File: src/monitor_trigger_defines.svh
`ifndef MONITOR_TRIGGER_DEFINES_SVH
`define MONITOR_TRIGGER_DEFINES_SVH
// Notes on behaviour
// - Rising edge on input one starts event monitoring.
// - Falling edge on input two stops event monitoring.
// - Once started, monitoring stays on until a valid stop edge.
// - Rising edge on input three or four logs an all-channel snapshot event.
// - Start/stop and snapshot run side by side, neither blocks the other.
// - A threshold trigger saves waveforms per that parameter's capture bits.
// - Every threshold parameter has its own capture and record-all bits.
// - Capture and record-all both set: save waveforms of all channels.
// - Capture set, record-all clear: save only the triggering channel.
// - Both bits clear: a trigger saves no waveform.
// - Record-all without capture is refused, old value kept, warning sounds.
// - All capture bits are off after reset.
// - Harmonic number 2 to 50 at 60 Hz, 2 to 8 at 400 Hz, else refused.
// - Setup name holds at most 29 characters, further ones refused.
// - Leaving the threshold edit commits all pending settings.
// - Inputs one and two do start/stop only when that pair is enabled.
// - Inputs three and four each have their own snapshot enable.

// ----------------------------------------------------------------------
// Register offsets
// ----------------------------------------------------------------------
`define OFS_CTRL       8'h00
`define OFS_STATUS     8'h04
`define OFS_INT_STS    8'h08
`define OFS_INT_MASK   8'h0C
`define OFS_CAPT_EDIT  8'h10
`define OFS_WAVE_EN    8'h14
`define OFS_ALL_EN     8'h18
`define OFS_HARM       8'h1C
`define OFS_EDIT_EXIT  8'h20
`define OFS_NAME_CHAR  8'h24
`define OFS_NAME_LEN   8'h28
`define OFS_NAME_BASE  8'h80

// ----------------------------------------------------------------------
// Field positions and reset values
// ----------------------------------------------------------------------
`define CTRL_PAIR      0
`define CTRL_SNAP3     1
`define CTRL_SNAP4     2
`define CTRL_400HZ     3
`define CTRL_RST       4'h0
`define INT_START      0
`define INT_STOP       1
`define INT_SNAP       2
`define INT_WAVE       3
`define INT_REJECT     4
`define STS_ACTIVE     0
`define STS_DIRTY      1
`define CAPT_WAVE      8
`define CAPT_ALL       9
`define HARM_V_LSB     0
`define HARM_I_LSB     8
`define HARM_RST       6'h03

// ----------------------------------------------------------------------
// Limits
// ----------------------------------------------------------------------
`define PARAM_COUNT    22
`define NAME_MAX       29
`define HARM_MIN       6'h02
`define HARM_MAX_60    6'h32
`define HARM_MAX_400   6'h08
`endif

File: src/trig_types_pkg.sv
package trig_types_pkg;
   typedef logic [3:0]  chan_mask_t;
   typedef logic [4:0]  param_idx_t;
   typedef logic [5:0]  harm_t;
   typedef logic [7:0]  char_t;
   typedef logic [21:0] param_bits_t;
   typedef logic [4:0]  int_bits_t;
   typedef enum logic {MON_IDLE, MON_ACTIVE} mon_state_t;
endpackage : trig_types_pkg

File: src/edge_if.sv
interface edge_if;
   logic [3:0] rise;
   logic [3:0] fall;
   modport src (output rise, output fall);
   modport dst (input rise, input fall);
endinterface : edge_if

File: src/input_edge_sync.sv
module input_edge_sync (
   input  wire logic       core_clk,
   input  wire logic       rst,
   input  wire logic [3:0] pins,
   edge_if.src             ev
);
   import trig_types_pkg::*;

   logic [3:0] s1_r;
   logic [3:0] s2_r;
   logic [3:0] s3_r;
   logic [3:0] level_r;
   logic [3:0] rise_r;
   logic [3:0] fall_r;

   // A change is taken only once stages two and three agree, so a level caught
   // mid-transition cannot give a second pulse.
   for (genvar i = 0; i < 4; i++) begin : g_pin
      always_ff @(posedge core_clk) begin
         if (rst) begin
            s1_r[i]    <= 1'b0;
            s2_r[i]    <= 1'b0;
            s3_r[i]    <= 1'b0;
            level_r[i] <= 1'b0;
            rise_r[i]  <= 1'b0;
            fall_r[i]  <= 1'b0;
         end else begin
            s1_r[i]    <= pins[i];
            s2_r[i]    <= s1_r[i];
            s3_r[i]    <= s2_r[i];
            if (s2_r[i] == s3_r[i]) begin
               level_r[i] <= s3_r[i];
            end
            rise_r[i]  <= (s2_r[i] == s3_r[i]) && s3_r[i] && !level_r[i];
            fall_r[i]  <= (s2_r[i] == s3_r[i]) && !s3_r[i] && level_r[i];
         end
      end
   end

   assign ev.rise = rise_r;
   assign ev.fall = fall_r;
endmodule : input_edge_sync

File: src/name_store.sv
module name_store (
   input  wire logic                  core_clk,
   input  wire logic                  we,
   input  wire logic [4:0]            waddr,
   input  wire trig_types_pkg::char_t wdata,
   input  wire logic [4:0]            raddr,
   output trig_types_pkg::char_t      rdata
);
   import trig_types_pkg::*;

   char_t mem [0:31];
   char_t rdata_r;

   always_ff @(posedge core_clk) begin
      if (we) begin
         mem[waddr] <= wdata;
      end
   end

   always_ff @(posedge core_clk) begin
      rdata_r <= mem[raddr];
   end

   assign rdata = rdata_r;
endmodule : name_store

File: src/monitor_trigger_capture_control.sv
// The address map and the strobed register port were chosen for this implementation.
`include "monitor_trigger_defines.svh"

module monitor_trigger_capture_control (
   input  wire logic                       core_clk,
   input  wire logic                       rst,
   input  wire logic [3:0]                 dig_in,
   input  wire logic [7:0]                 reg_addr,
   input  wire logic [31:0]                reg_wdata,
   input  wire logic                       reg_wr,
   input  wire logic                       reg_rd,
   output logic [31:0]                     reg_rdata,
   input  wire logic                       trig_valid,
   input  wire trig_types_pkg::param_idx_t trig_param,
   input  wire logic [1:0]                 trig_chan,
   output logic                            monitor_active,
   output logic                            digital_snapshot_event,
   output logic                            wave_save,
   output trig_types_pkg::param_idx_t      wave_save_param,
   output trig_types_pkg::chan_mask_t      wave_save_chans,
   output trig_types_pkg::harm_t           voltage_harmonic_limit,
   output trig_types_pkg::harm_t           current_harmonic_limit,
   output logic                            audible_warn,
   output logic                            irq
);
   import trig_types_pkg::*;

   // ----------------------------------------------------------------------
   // Helpers
   // ----------------------------------------------------------------------
   function automatic logic harm_ok(input harm_t n, input logic is_400);
      harm_ok = (n >= `HARM_MIN) && (n <= (is_400 ? `HARM_MAX_400 : `HARM_MAX_60));
   endfunction : harm_ok

   function automatic logic hit(input logic [7:0] a, input logic [7:0] ofs);
      hit = (a == ofs);
   endfunction : hit

   // ----------------------------------------------------------------------
   // Declarations
   // ----------------------------------------------------------------------
   edge_if ev ();

   logic [3:0]   ctrl_r;
   mon_state_t   mon_r;
   mon_state_t   mon_nxt;
   param_bits_t  wave_en_r;
   param_bits_t  all_en_r;
   param_bits_t  wave_pend_r;
   param_bits_t  all_pend_r;
   harm_t        vharm_r;
   harm_t        iharm_r;
   harm_t        vharm_pend_r;
   harm_t        iharm_pend_r;
   logic         dirty_r;
   int_bits_t    int_sts_r;
   int_bits_t    int_mask_r;
   int_bits_t    int_set;
   logic [4:0]   name_len_r;
   logic         snap_r;
   logic         wave_r;
   param_idx_t   wave_param_r;
   chan_mask_t   wave_chans_r;
   logic         warn_r;
   logic [31:0]  rdata_r;
   logic         name_rd_r;
   char_t        name_q;

   logic         start_ev;
   logic         stop_ev;
   logic         snap_ev;
   logic         trig_hit;
   logic         capt_wr;
   param_idx_t   capt_idx;
   logic         capt_wave;
   logic         capt_all;
   logic         capt_bad;
   logic         harm_wr;
   harm_t        vharm_in;
   harm_t        iharm_in;
   logic         harm_bad;
   logic         exit_wr;
   logic         char_wr;
   logic         char_bad;
   logic         name_sel;
   logic [7:0]   name_ofs;

   input_edge_sync u_sync (
      .core_clk (core_clk),
      .rst      (rst),
      .pins     (dig_in),
      .ev       (ev)
   );

   // ----------------------------------------------------------------------
   // Input event decode
   // ----------------------------------------------------------------------
   assign start_ev = ctrl_r[`CTRL_PAIR] && ev.rise[0];
   assign stop_ev  = ctrl_r[`CTRL_PAIR] && ev.fall[1];
   assign snap_ev  = (ctrl_r[`CTRL_SNAP3] && ev.rise[2]) ||
                     (ctrl_r[`CTRL_SNAP4] && ev.rise[3]);

   // ----------------------------------------------------------------------
   // Register write decode
   // ----------------------------------------------------------------------
   assign capt_wr   = reg_wr && hit(reg_addr, `OFS_CAPT_EDIT);
   assign capt_idx  = reg_wdata[4:0];
   assign capt_wave = reg_wdata[`CAPT_WAVE];
   assign capt_all  = reg_wdata[`CAPT_ALL];
   assign capt_bad  = capt_wr && ((capt_idx >= 5'(`PARAM_COUNT)) || (capt_all && !capt_wave));
   assign harm_wr   = reg_wr && hit(reg_addr, `OFS_HARM);
   assign vharm_in  = reg_wdata[`HARM_V_LSB +: 6];
   assign iharm_in  = reg_wdata[`HARM_I_LSB +: 6];
   assign harm_bad  = harm_wr && !(harm_ok(vharm_in, ctrl_r[`CTRL_400HZ]) &&
                                   harm_ok(iharm_in, ctrl_r[`CTRL_400HZ]));
   assign exit_wr   = reg_wr && hit(reg_addr, `OFS_EDIT_EXIT);
   assign char_wr   = reg_wr && hit(reg_addr, `OFS_NAME_CHAR);
   assign char_bad  = char_wr && (name_len_r == 5'(`NAME_MAX));
   assign trig_hit  = trig_valid && (trig_param < 5'(`PARAM_COUNT)) && wave_en_r[trig_param];

   // ----------------------------------------------------------------------
   // Control register
   // ----------------------------------------------------------------------
   always_ff @(posedge core_clk) begin
      if (rst) begin
         ctrl_r <= `CTRL_RST;
      end else if (reg_wr && hit(reg_addr, `OFS_CTRL)) begin
         ctrl_r <= reg_wdata[3:0];
      end
   end

   // ----------------------------------------------------------------------
   // Monitoring state
   // ----------------------------------------------------------------------
   always_comb begin
      mon_nxt = mon_r;
      case (mon_r)
         MON_IDLE: begin
            if (start_ev) begin
               mon_nxt = MON_ACTIVE;
            end
         end
         MON_ACTIVE: begin
            if (stop_ev) begin
               mon_nxt = MON_IDLE;
            end else begin
               mon_nxt = MON_ACTIVE;
            end
         end
         default: begin
            mon_nxt = MON_IDLE;
         end
      endcase
   end

   always_ff @(posedge core_clk) begin
      if (rst) begin
         mon_r <= MON_IDLE;
      end else begin
         mon_r <= mon_nxt;
      end
   end

   // Snapshot has its own path so it fires in any monitoring state.
   always_ff @(posedge core_clk) begin
      if (rst) begin
         snap_r <= 1'b0;
      end else begin
         snap_r <= snap_ev;
      end
   end

   // ----------------------------------------------------------------------
   // Capture settings, pending and committed
   // ----------------------------------------------------------------------
   // Clearing capture also clears record-all, so the invalid pair is never held.
   always_ff @(posedge core_clk) begin
      if (rst) begin
         wave_pend_r <= '0;
         all_pend_r  <= '0;
      end else if (capt_wr && !capt_bad) begin
         wave_pend_r[capt_idx] <= capt_wave;
         all_pend_r[capt_idx]  <= capt_all && capt_wave;
      end
   end

   always_ff @(posedge core_clk) begin
      if (rst) begin
         wave_en_r <= '0;
         all_en_r  <= '0;
         vharm_r   <= `HARM_RST;
         iharm_r   <= `HARM_RST;
      end else if (exit_wr) begin
         wave_en_r <= wave_pend_r;
         all_en_r  <= all_pend_r;
         vharm_r   <= vharm_pend_r;
         iharm_r   <= iharm_pend_r;
      end
   end

   always_ff @(posedge core_clk) begin
      if (rst) begin
         vharm_pend_r <= `HARM_RST;
         iharm_pend_r <= `HARM_RST;
      end else if (harm_wr && !harm_bad) begin
         vharm_pend_r <= vharm_in;
         iharm_pend_r <= iharm_in;
      end
   end

   always_ff @(posedge core_clk) begin
      if (rst) begin
         dirty_r <= 1'b0;
      end else if (exit_wr) begin
         dirty_r <= 1'b0;
      end else if ((capt_wr && !capt_bad) || (harm_wr && !harm_bad)) begin
         dirty_r <= 1'b1;
      end
   end

   // ----------------------------------------------------------------------
   // Waveform save on threshold trigger
   // ----------------------------------------------------------------------
   always_ff @(posedge core_clk) begin
      if (rst) begin
         wave_r       <= 1'b0;
         wave_param_r <= '0;
         wave_chans_r <= '0;
      end else begin
         wave_r <= trig_hit;
         if (trig_hit) begin
            wave_param_r <= trig_param;
            if (all_en_r[trig_param]) begin
               wave_chans_r <= 4'hF;
            end else begin
               wave_chans_r <= chan_mask_t'(4'h1 << trig_chan);
            end
         end
      end
   end

   // ----------------------------------------------------------------------
   // Setup name
   // ----------------------------------------------------------------------
   // A write to the length register starts a fresh name.
   always_ff @(posedge core_clk) begin
      if (rst) begin
         name_len_r <= '0;
      end else if (reg_wr && hit(reg_addr, `OFS_NAME_LEN)) begin
         name_len_r <= '0;
      end else if (char_wr && !char_bad) begin
         name_len_r <= name_len_r + 5'h01;
      end
   end

   assign name_ofs = reg_addr - `OFS_NAME_BASE;
   assign name_sel = (reg_addr >= `OFS_NAME_BASE) && (name_ofs[7:2] < 6'(`NAME_MAX)) &&
                     (name_ofs[1:0] == 2'h0);

   name_store u_name (
      .core_clk (core_clk),
      .we       (char_wr && !char_bad),
      .waddr    (name_len_r),
      .wdata    (reg_wdata[7:0]),
      .raddr    (name_ofs[6:2]),
      .rdata    (name_q)
   );

   // ----------------------------------------------------------------------
   // Warning, interrupts
   // ----------------------------------------------------------------------
   always_ff @(posedge core_clk) begin
      if (rst) begin
         warn_r <= 1'b0;
      end else begin
         warn_r <= capt_bad || harm_bad || char_bad;
      end
   end

   always_comb begin
      int_set              = '0;
      int_set[`INT_START]  = start_ev && (mon_r == MON_IDLE);
      int_set[`INT_STOP]   = stop_ev && (mon_r == MON_ACTIVE);
      int_set[`INT_SNAP]   = snap_ev;
      int_set[`INT_WAVE]   = trig_hit;
      int_set[`INT_REJECT] = capt_bad || harm_bad || char_bad;
   end

   // A new event in the clearing cycle survives the clear.
   always_ff @(posedge core_clk) begin
      if (rst) begin
         int_sts_r <= '0;
      end else if (reg_wr && hit(reg_addr, `OFS_INT_STS)) begin
         int_sts_r <= (int_sts_r & ~reg_wdata[4:0]) | int_set;
      end else begin
         int_sts_r <= int_sts_r | int_set;
      end
   end

   always_ff @(posedge core_clk) begin
      if (rst) begin
         int_mask_r <= '0;
      end else if (reg_wr && hit(reg_addr, `OFS_INT_MASK)) begin
         int_mask_r <= reg_wdata[4:0];
      end
   end

   // ----------------------------------------------------------------------
   // Register read
   // ----------------------------------------------------------------------
   always_ff @(posedge core_clk) begin
      if (rst) begin
         rdata_r   <= '0;
         name_rd_r <= 1'b0;
      end else begin
         rdata_r   <= '0;
         name_rd_r <= reg_rd && name_sel;
         if (reg_rd) begin
            case (reg_addr)
               `OFS_CTRL:     rdata_r <= {28'h000_0000, ctrl_r};
               `OFS_STATUS:   rdata_r <= {30'h0000_0000, dirty_r, mon_r == MON_ACTIVE};
               `OFS_INT_STS:  rdata_r <= {27'h000_0000, int_sts_r};
               `OFS_INT_MASK: rdata_r <= {27'h000_0000, int_mask_r};
               `OFS_WAVE_EN:  rdata_r <= {10'h000, wave_en_r};
               `OFS_ALL_EN:   rdata_r <= {10'h000, all_en_r};
               `OFS_HARM:     rdata_r <= {18'h0_0000, iharm_r, 2'h0, vharm_r};
               `OFS_NAME_LEN: rdata_r <= {27'h000_0000, name_len_r};
               default:       rdata_r <= '0;
            endcase
         end
      end
   end

   assign reg_rdata              = name_rd_r ? {24'h00_0000, name_q} : rdata_r;
   assign monitor_active         = (mon_r == MON_ACTIVE);
   assign digital_snapshot_event = snap_r;
   assign wave_save              = wave_r;
   assign wave_save_param        = wave_param_r;
   assign wave_save_chans        = wave_chans_r;
   assign voltage_harmonic_limit = vharm_r;
   assign current_harmonic_limit = iharm_r;
   assign audible_warn           = warn_r;
   assign irq                    = |(int_sts_r & int_mask_r);
endmodule : monitor_trigger_capture_control

File: config.mk
export PLATFORM = sky130hd
export DESIGN_NAME = monitor_trigger_capture_control
export DESIGN_NICKNAME = d
export VERILOG_FILES = /design/src/trig_types_pkg.sv /design/src/edge_if.sv /design/src/input_edge_sync.sv /design/src/name_store.sv /design/src/monitor_trigger_capture_control.sv
export VERILOG_INCLUDE_DIRS = /design/src /design/src/src
export SDC_FILE = /design/constraint.sdc
export NUM_CORES = 1
export LEC_CHECK = 0
export ABC_AREA = 1
export BUFFER_PORTS_ARGS = -buffer_cell sky130_fd_sc_hd__buf_2
export CAP_MARGIN = 10
export CORE_MARGIN = 2
export CORE_UTILIZATION = 49
export DETAILED_ROUTE_END_ITERATION = 8
export MAX_ROUTING_LAYER = met4
export PLACE_DENSITY = 0.74
export SLEW_MARGIN = 10
export SYNTH_ARGS = -nofsm -noshare
export SYNTH_HDL_FRONTEND = slang
export SYNTH_SLANG_ARGS = --single-unit
File: constraint.sdc
create_clock -name core_clk -period 4.3 [get_ports core_clk]
set_clock_uncertainty 0.15 [all_clocks]
set_input_delay 0.645 -clock core_clk [delete_from_list [all_inputs] [get_ports core_clk]]
set_output_delay 0.645 -clock core_clk [all_outputs]
set_load 0.05 [all_outputs]
# == Word-level counts from Yosys, hierarchy flattened ==
# Memories as Yosys holds them, arrays and structs flattened. A register that Yosys moved wholly into a read port is not among the register bits.
# Index checks and enable logic that the tools add are counted.
# op_classes
bitwise_logic,7
n_shift,1
n_eq_ne,15
n_mux,18
n_addsub,2
reduce_logical,59
n_lt_le_gt_ge,11
# ops
cell,count
22-bit case mux with 8 select lines,1
22-bit bitwise mux,2
1-bit logical AND,39
8-bit by 5-bit equality test with 1-bit output (second input constant),4
32-bit two-way mux,1
8-bit by 6-bit equality test with 1-bit output (second input constant),3
8-bit by 4-bit equality test with 1-bit output (second input constant),2
6-bit by 2-bit greater-or-equal comparator with 1-bit output (second input constant),2
6-bit <= comparator,2
5-bit by 6-bit < comparator with 1-bit output (second input constant),2
5-bit bitwise AND,2
1-bit binary-select mux with 5-bit select,2
5-bit OR,2
1-bit logical NOT,9
8-bit by 3-bit equality test with 1-bit output (second input constant),1
8-bit greater-or-equal comparator (second input constant),1
8-bit logical NOT,1
8-bit subtractor (second input constant),1
1-bit two-way mux,7
6-bit by 5-bit < comparator with 1-bit output (second input constant),1
6-bit two-way mux,1
2-bit OR reduction,3
5-bit by 1-bit adder with 5-bit output (second input constant),1
1-bit demux with 5-bit select,1
other kinds (14),22
# totals
out_inout_bits,58
mem_bits_rw,256
in_bits,56
n_memories,1
regBits,198
elab_cells,155
# memory_table
memory,words,width,rd,rd_ports_with_merged_regs,wr,line,text
u_name.mem,32,8,1,1,1,name_store.sv:11,char_t mem [0:31];

# == Depth between registers and ports, before layout ==
# depth
ltp_word,10
depth_mapped,15
ltp_nobuf,12

# == By module ==
# Synthesis repeated with hierarchy kept, for this count alone.
# unflattened
hier_cells,2069
hier_area_um2,19277.2
# modules_own_cells
module,cells_per_inst,area_each_um2,seq_area_each_um2,instances
name_store,922,10786.6,7847.5,1
monitor_trigger_capture_control,1048,7643.6,3363.2,1
input_edge_sync,99,847.1,480.5,1

# == Worst setup path before layout ==
# Ideal clock, no wire load.
# synth_timing
path_type,in2reg
from,in reg_addr[6]
to,"mem u_name.mem[23][0] (netlist bit), enable pin"
cell_stages,9
n_path_buf,0
required_ns,3.780
setup_ns,0.370
path_slack_ns,1.865
t_arrival_ns,1.915
path_cell_list,nor2_1 > nand2_1 > nor3_2 > nand2_1 > inv_2 > nand2_4 > inv_2 > nand2_2 > nor3_2
# synth_via
elab_chain_len,7
# synth_rtl
element,line,text
from (decl),monitor_trigger_capture_control.sv:8,"input wire logic [7:0] reg_addr,"
8-bit by 6-bit equality test with 1-bit output *,monitor_trigger_capture_control.sv:36,hit = (a == ofs);
1-bit logical AND *,monitor_trigger_capture_control.sv:117,"assign char_wr = reg_wr && hit(reg_addr, `OFS_NAME_CHAR);"
1-bit logical AND,monitor_trigger_capture_control.sv:118,assign char_bad = char_wr && (name_len_r == 5'(`NAME_MAX));
1-bit logical NOT,monitor_trigger_capture_control.sv:262,".we (char_wr && !char_bad),"
1-bit logical AND *,monitor_trigger_capture_control.sv:262,
1-bit two-way mux *,name_store.sv:15,if (we) begin
1-bit two-way mux (implied by the code) *,name_store.sv:16,mem[waddr] <= wdata;
to (decl),name_store.sv:11,
# Mark *: on every way between the ends. The rest lies on a longest branch, timed or not.

# == Worst setup path after layout ==
# layout_timing
from,reg name_rd_r
to,out reg_rdata[3]
# layout_via
elab_chain_len,1
# layout_rtl
element,line,text
from (decl),monitor_trigger_capture_control.sv:66,logic name_rd_r;
from (signal assigned),monitor_trigger_capture_control.sv:317,name_rd_r <= reg_rd && name_sel;
32-bit two-way mux,monitor_trigger_capture_control.sv:334,"assign reg_rdata = name_rd_r ? {24'h00_0000, name_q} : rdata_r;"
to (decl),monitor_trigger_capture_control.sv:12,"output logic [31:0] reg_rdata,"
# Every way passes these cells.

==> results.md <==
- Min Tclk post-route: 2.90 ns
- Routability cong.: 0.957
- Global-route wire length before repair: 72.7 mm
- Largest family of logic cells by synthesized area: simple AND/OR/NAND/NOR gates
- Leak Pwr: 7.62 nW
- Hold Path Class: primary input to flop
- Post-CTS Hold Buffers: 0
- Commonest non-fill, non-tap cell in the layout: nand2_1
- Worst-path clk slew: 0.06 ns
- Yosys cell types: 47
- #FFs+latches synth: 452
- Critical Path Source Type: flop
- Tcrit/Tclk final: 67.4%
- Number of post-CTS setup repair buffers: 0
- Crit Path Max Fanout: 22
- CTS Buffer Depth: 3
- Mux contribution to synthesized area: 0.486%
- Core Region: 37400 sq um
- Met3 Wirelength: 4.20 mm
- Die Y: 198 um
- DRT Pass-1 Iters: 6
- FF/Latch Area: 11600 sq um
- Reg2reg path depth: 7
- Synth area leaders: edfxtp_1 (42%), dfxtp_1 (21%), nand2_1 (6.0%)
- Initial antenna violation count: 2
- CTS resizes: 0
- Vias in the first global route: 13.1k
- Pre-CTS WS: 0.951 ns
- Synth Area in XOR/XNOR: 0%
- Min-delay src: dig_in[3]
- Critical Path Sink Type: primary output
- DR vias/cell: 5.58
- Initial DRC count: 1408
- # DRC: 0
- GRT Total Usage: 24.9%
- Max_cap viols: 0
- Final nets: 1984
- DIE WIDTH: 198 um
- Final Util: 55.6%
- IR drop worst, VDD: 331 uV
- Hold EP: u_sync.s1_r[3]
- Area grow syn2layout: 12.3%
- Multi-input gate area: 5850 sq um
- RSZ-0062 raised after global routing: no
- Final hold violation count: 0
- Worst reg2reg endpoint: u_name.mem[20][4]
- Setup Viol. Count Final: 0
- FF-to-FF Start: name_len_r[1]
- CP required: 3.50 ns
- Number of port buffers: 85
- Synth top area share: 41.5%
- Metal-1 WL: 19.4 mm
- Global route total overflow: 0
- # rows: 71
- Max_slew headroom: 28.2%
- Finished Layout Cells: 2462
- Leading cell types in the layout, fill and taps excluded: nand2_1 (295), edfxtp_1 (256), nor2_1 (204)
- Synth Area in Compound Gates: 11.4%
- WL/cell: 19.1 um
- Post-route ant nets: 0
- Slew Limit Fails: 0
- Worst setup margin: 1.40 ns
- Dominant cell type by area after synthesis: edfxtp_1
- Adder-cell share of the synthesized area: 1.08%
- Share of layout cells above drive strength 1: 13.0%
- Worst slew pin tran: 1.08 ns
- Post-layout instance area: 20800 sq um
- Filler Cells Inserted: 3196
- Die area: 39400 sq um
- Worst skew pair latency: 0.58 ns
- Placed Cells incl. Taps: 2375
- Share of the yosys chip area belonging to registers: 62.7%
- Setup_tns: 0 ns
- Crit Path Class: flop to primary output
- Synth Cell Area: 18500 sq um
- Clk sinks: 452
- Via Count: 13.7k
- Status: finished, final reports clean
- DP Area: 19300 sq um
- Fmax: 345 MHz
- CTS tree: built
- DR top layer: met4
- Detailed Route WL: 47.1 mm
- Number of CTS-inserted buffers: 46
- Clock root buffer: clkbuf_16
- Synth Area in Simple Gates: 18.2%
- WL met2: 21.9 mm
- Initial core utilization: 49.5%
- Warnings from Yosys: 0
- Htree depth: 2
- Worst reg2reg setup slack: 1.59 ns
- Largest net degree at the start of global routing: 65
- I/O pins: 114
- Post-synthesis average cell area: 10.0 sq um
- HPWL Detailed: 30.1 mm
- Cells after Synth: 1847
- PD cells: 440 nW/um^2
- Hold path depth: 3
- Worst EP arrival: 2.10 ns
==> critical path, cell delays in order, from the launching register on <==
cell and delay (ns):
dfxtp_1 0.85, mux2_2 0.45, buf_2 0.22
==> metal layers <==
metal	up-vias	track usage, %
li1	6501	-
met1	6510	32.5
met2	626	38.9
met3	105	4.76
met4	0	9.45
met5	-	-
==> area by class of cell <==
class | instances | area share [%]
Sequential cell | 452 | 55.8
Multi-Input combinational cell | 1162 | 28.1
Clock buffer | 57 | 5.93
Tap cell | 511 | 3.07
Timing Repair Buffer | 103 | 2.82
Inverter | 147 | 2.75
Clock inverter | 28 | 1.43
Antenna cell | 2 | 0.0241
==> power by group <==
group,internal (W),switching (W)
clock,0.00240,0.00165
combinational,0.000122,0.000385
sequential,0.00459,0.0000117
total,0.00711,0.00204
==> worst max path at each step <==
stage	from	end	slack (ns)	depth (start not counted)
after floorplan	reg_addr[6]	u_name.mem[23][0]	1.87	9
after global placement	reg_addr[6]	u_name.mem[1][6]	1.08	8
after detailed placement	reg_addr[6]	u_name.mem[1][6]	0.95	8
after CTS	name_rd_r	reg_rdata[3]	1.36	2
after global routing	name_rd_r	reg_rdata[3]	1.30	2
final	name_rd_r	reg_rdata[3]	1.40	2
==> synth_stat cells, drive strengths merged <==
master / instances
edfxtp: 256
clkbuf: 43
o22ai: 15
mux2: 8
a22oi: 64
bufinv: 1
a22o: 1
a221oi: 3
clkinv: 3
o21a: 1
conb: 1
a21oi: 141
buf: 60
nor3: 52
a31oi: 14
a211oi: 1
o21ai: 119
o2111ai: 2
ha: 16
o211ai: 6
nand2: 307
inv: 143
nand3: 171
nand3b: 1
nand4: 7
dfxtp: 196
nor2: 215
==> cells by family (layout without fill, tap and decap cells) <==
logic type,Yosys count,count (layout)
AO/OA/AOI/OAI,367,367
multiplexers,8,8
adder cells (fa/ha/maj),16,16
buffers and inverters,250,335
flip-flops,452,452
AND/OR/NAND/NOR,753,753
other,1,20
==> flip-flops by register name (all words and copies together) (netlist names), 5 cells and up <==
signal and count:
wave_pend_r 22, wave_en_r 22, u_name.mem 256, int_mask_r 5, current_harmonic_limit 6, rdata_r 22, int_sts_r 5, vharm_pend_r 6
voltage_harmonic_limit 6, wave_save_param 5, u_name.rdata 8, all_en_r 22, name_len_r 5, all_pend_r 22, iharm_pend_r 6
==> through the flow <==
step	power, W	hold slack, ns
after floorplan	0.00502	0.238
after global placement	0.00518	0.243
after detailed placement	0.00520	0.245
after CTS	0.00920	0.102
after global routing	0.00943	0.123
final	0.00916	0.125
No activity file was read; power rests on OpenSTA's default activity.
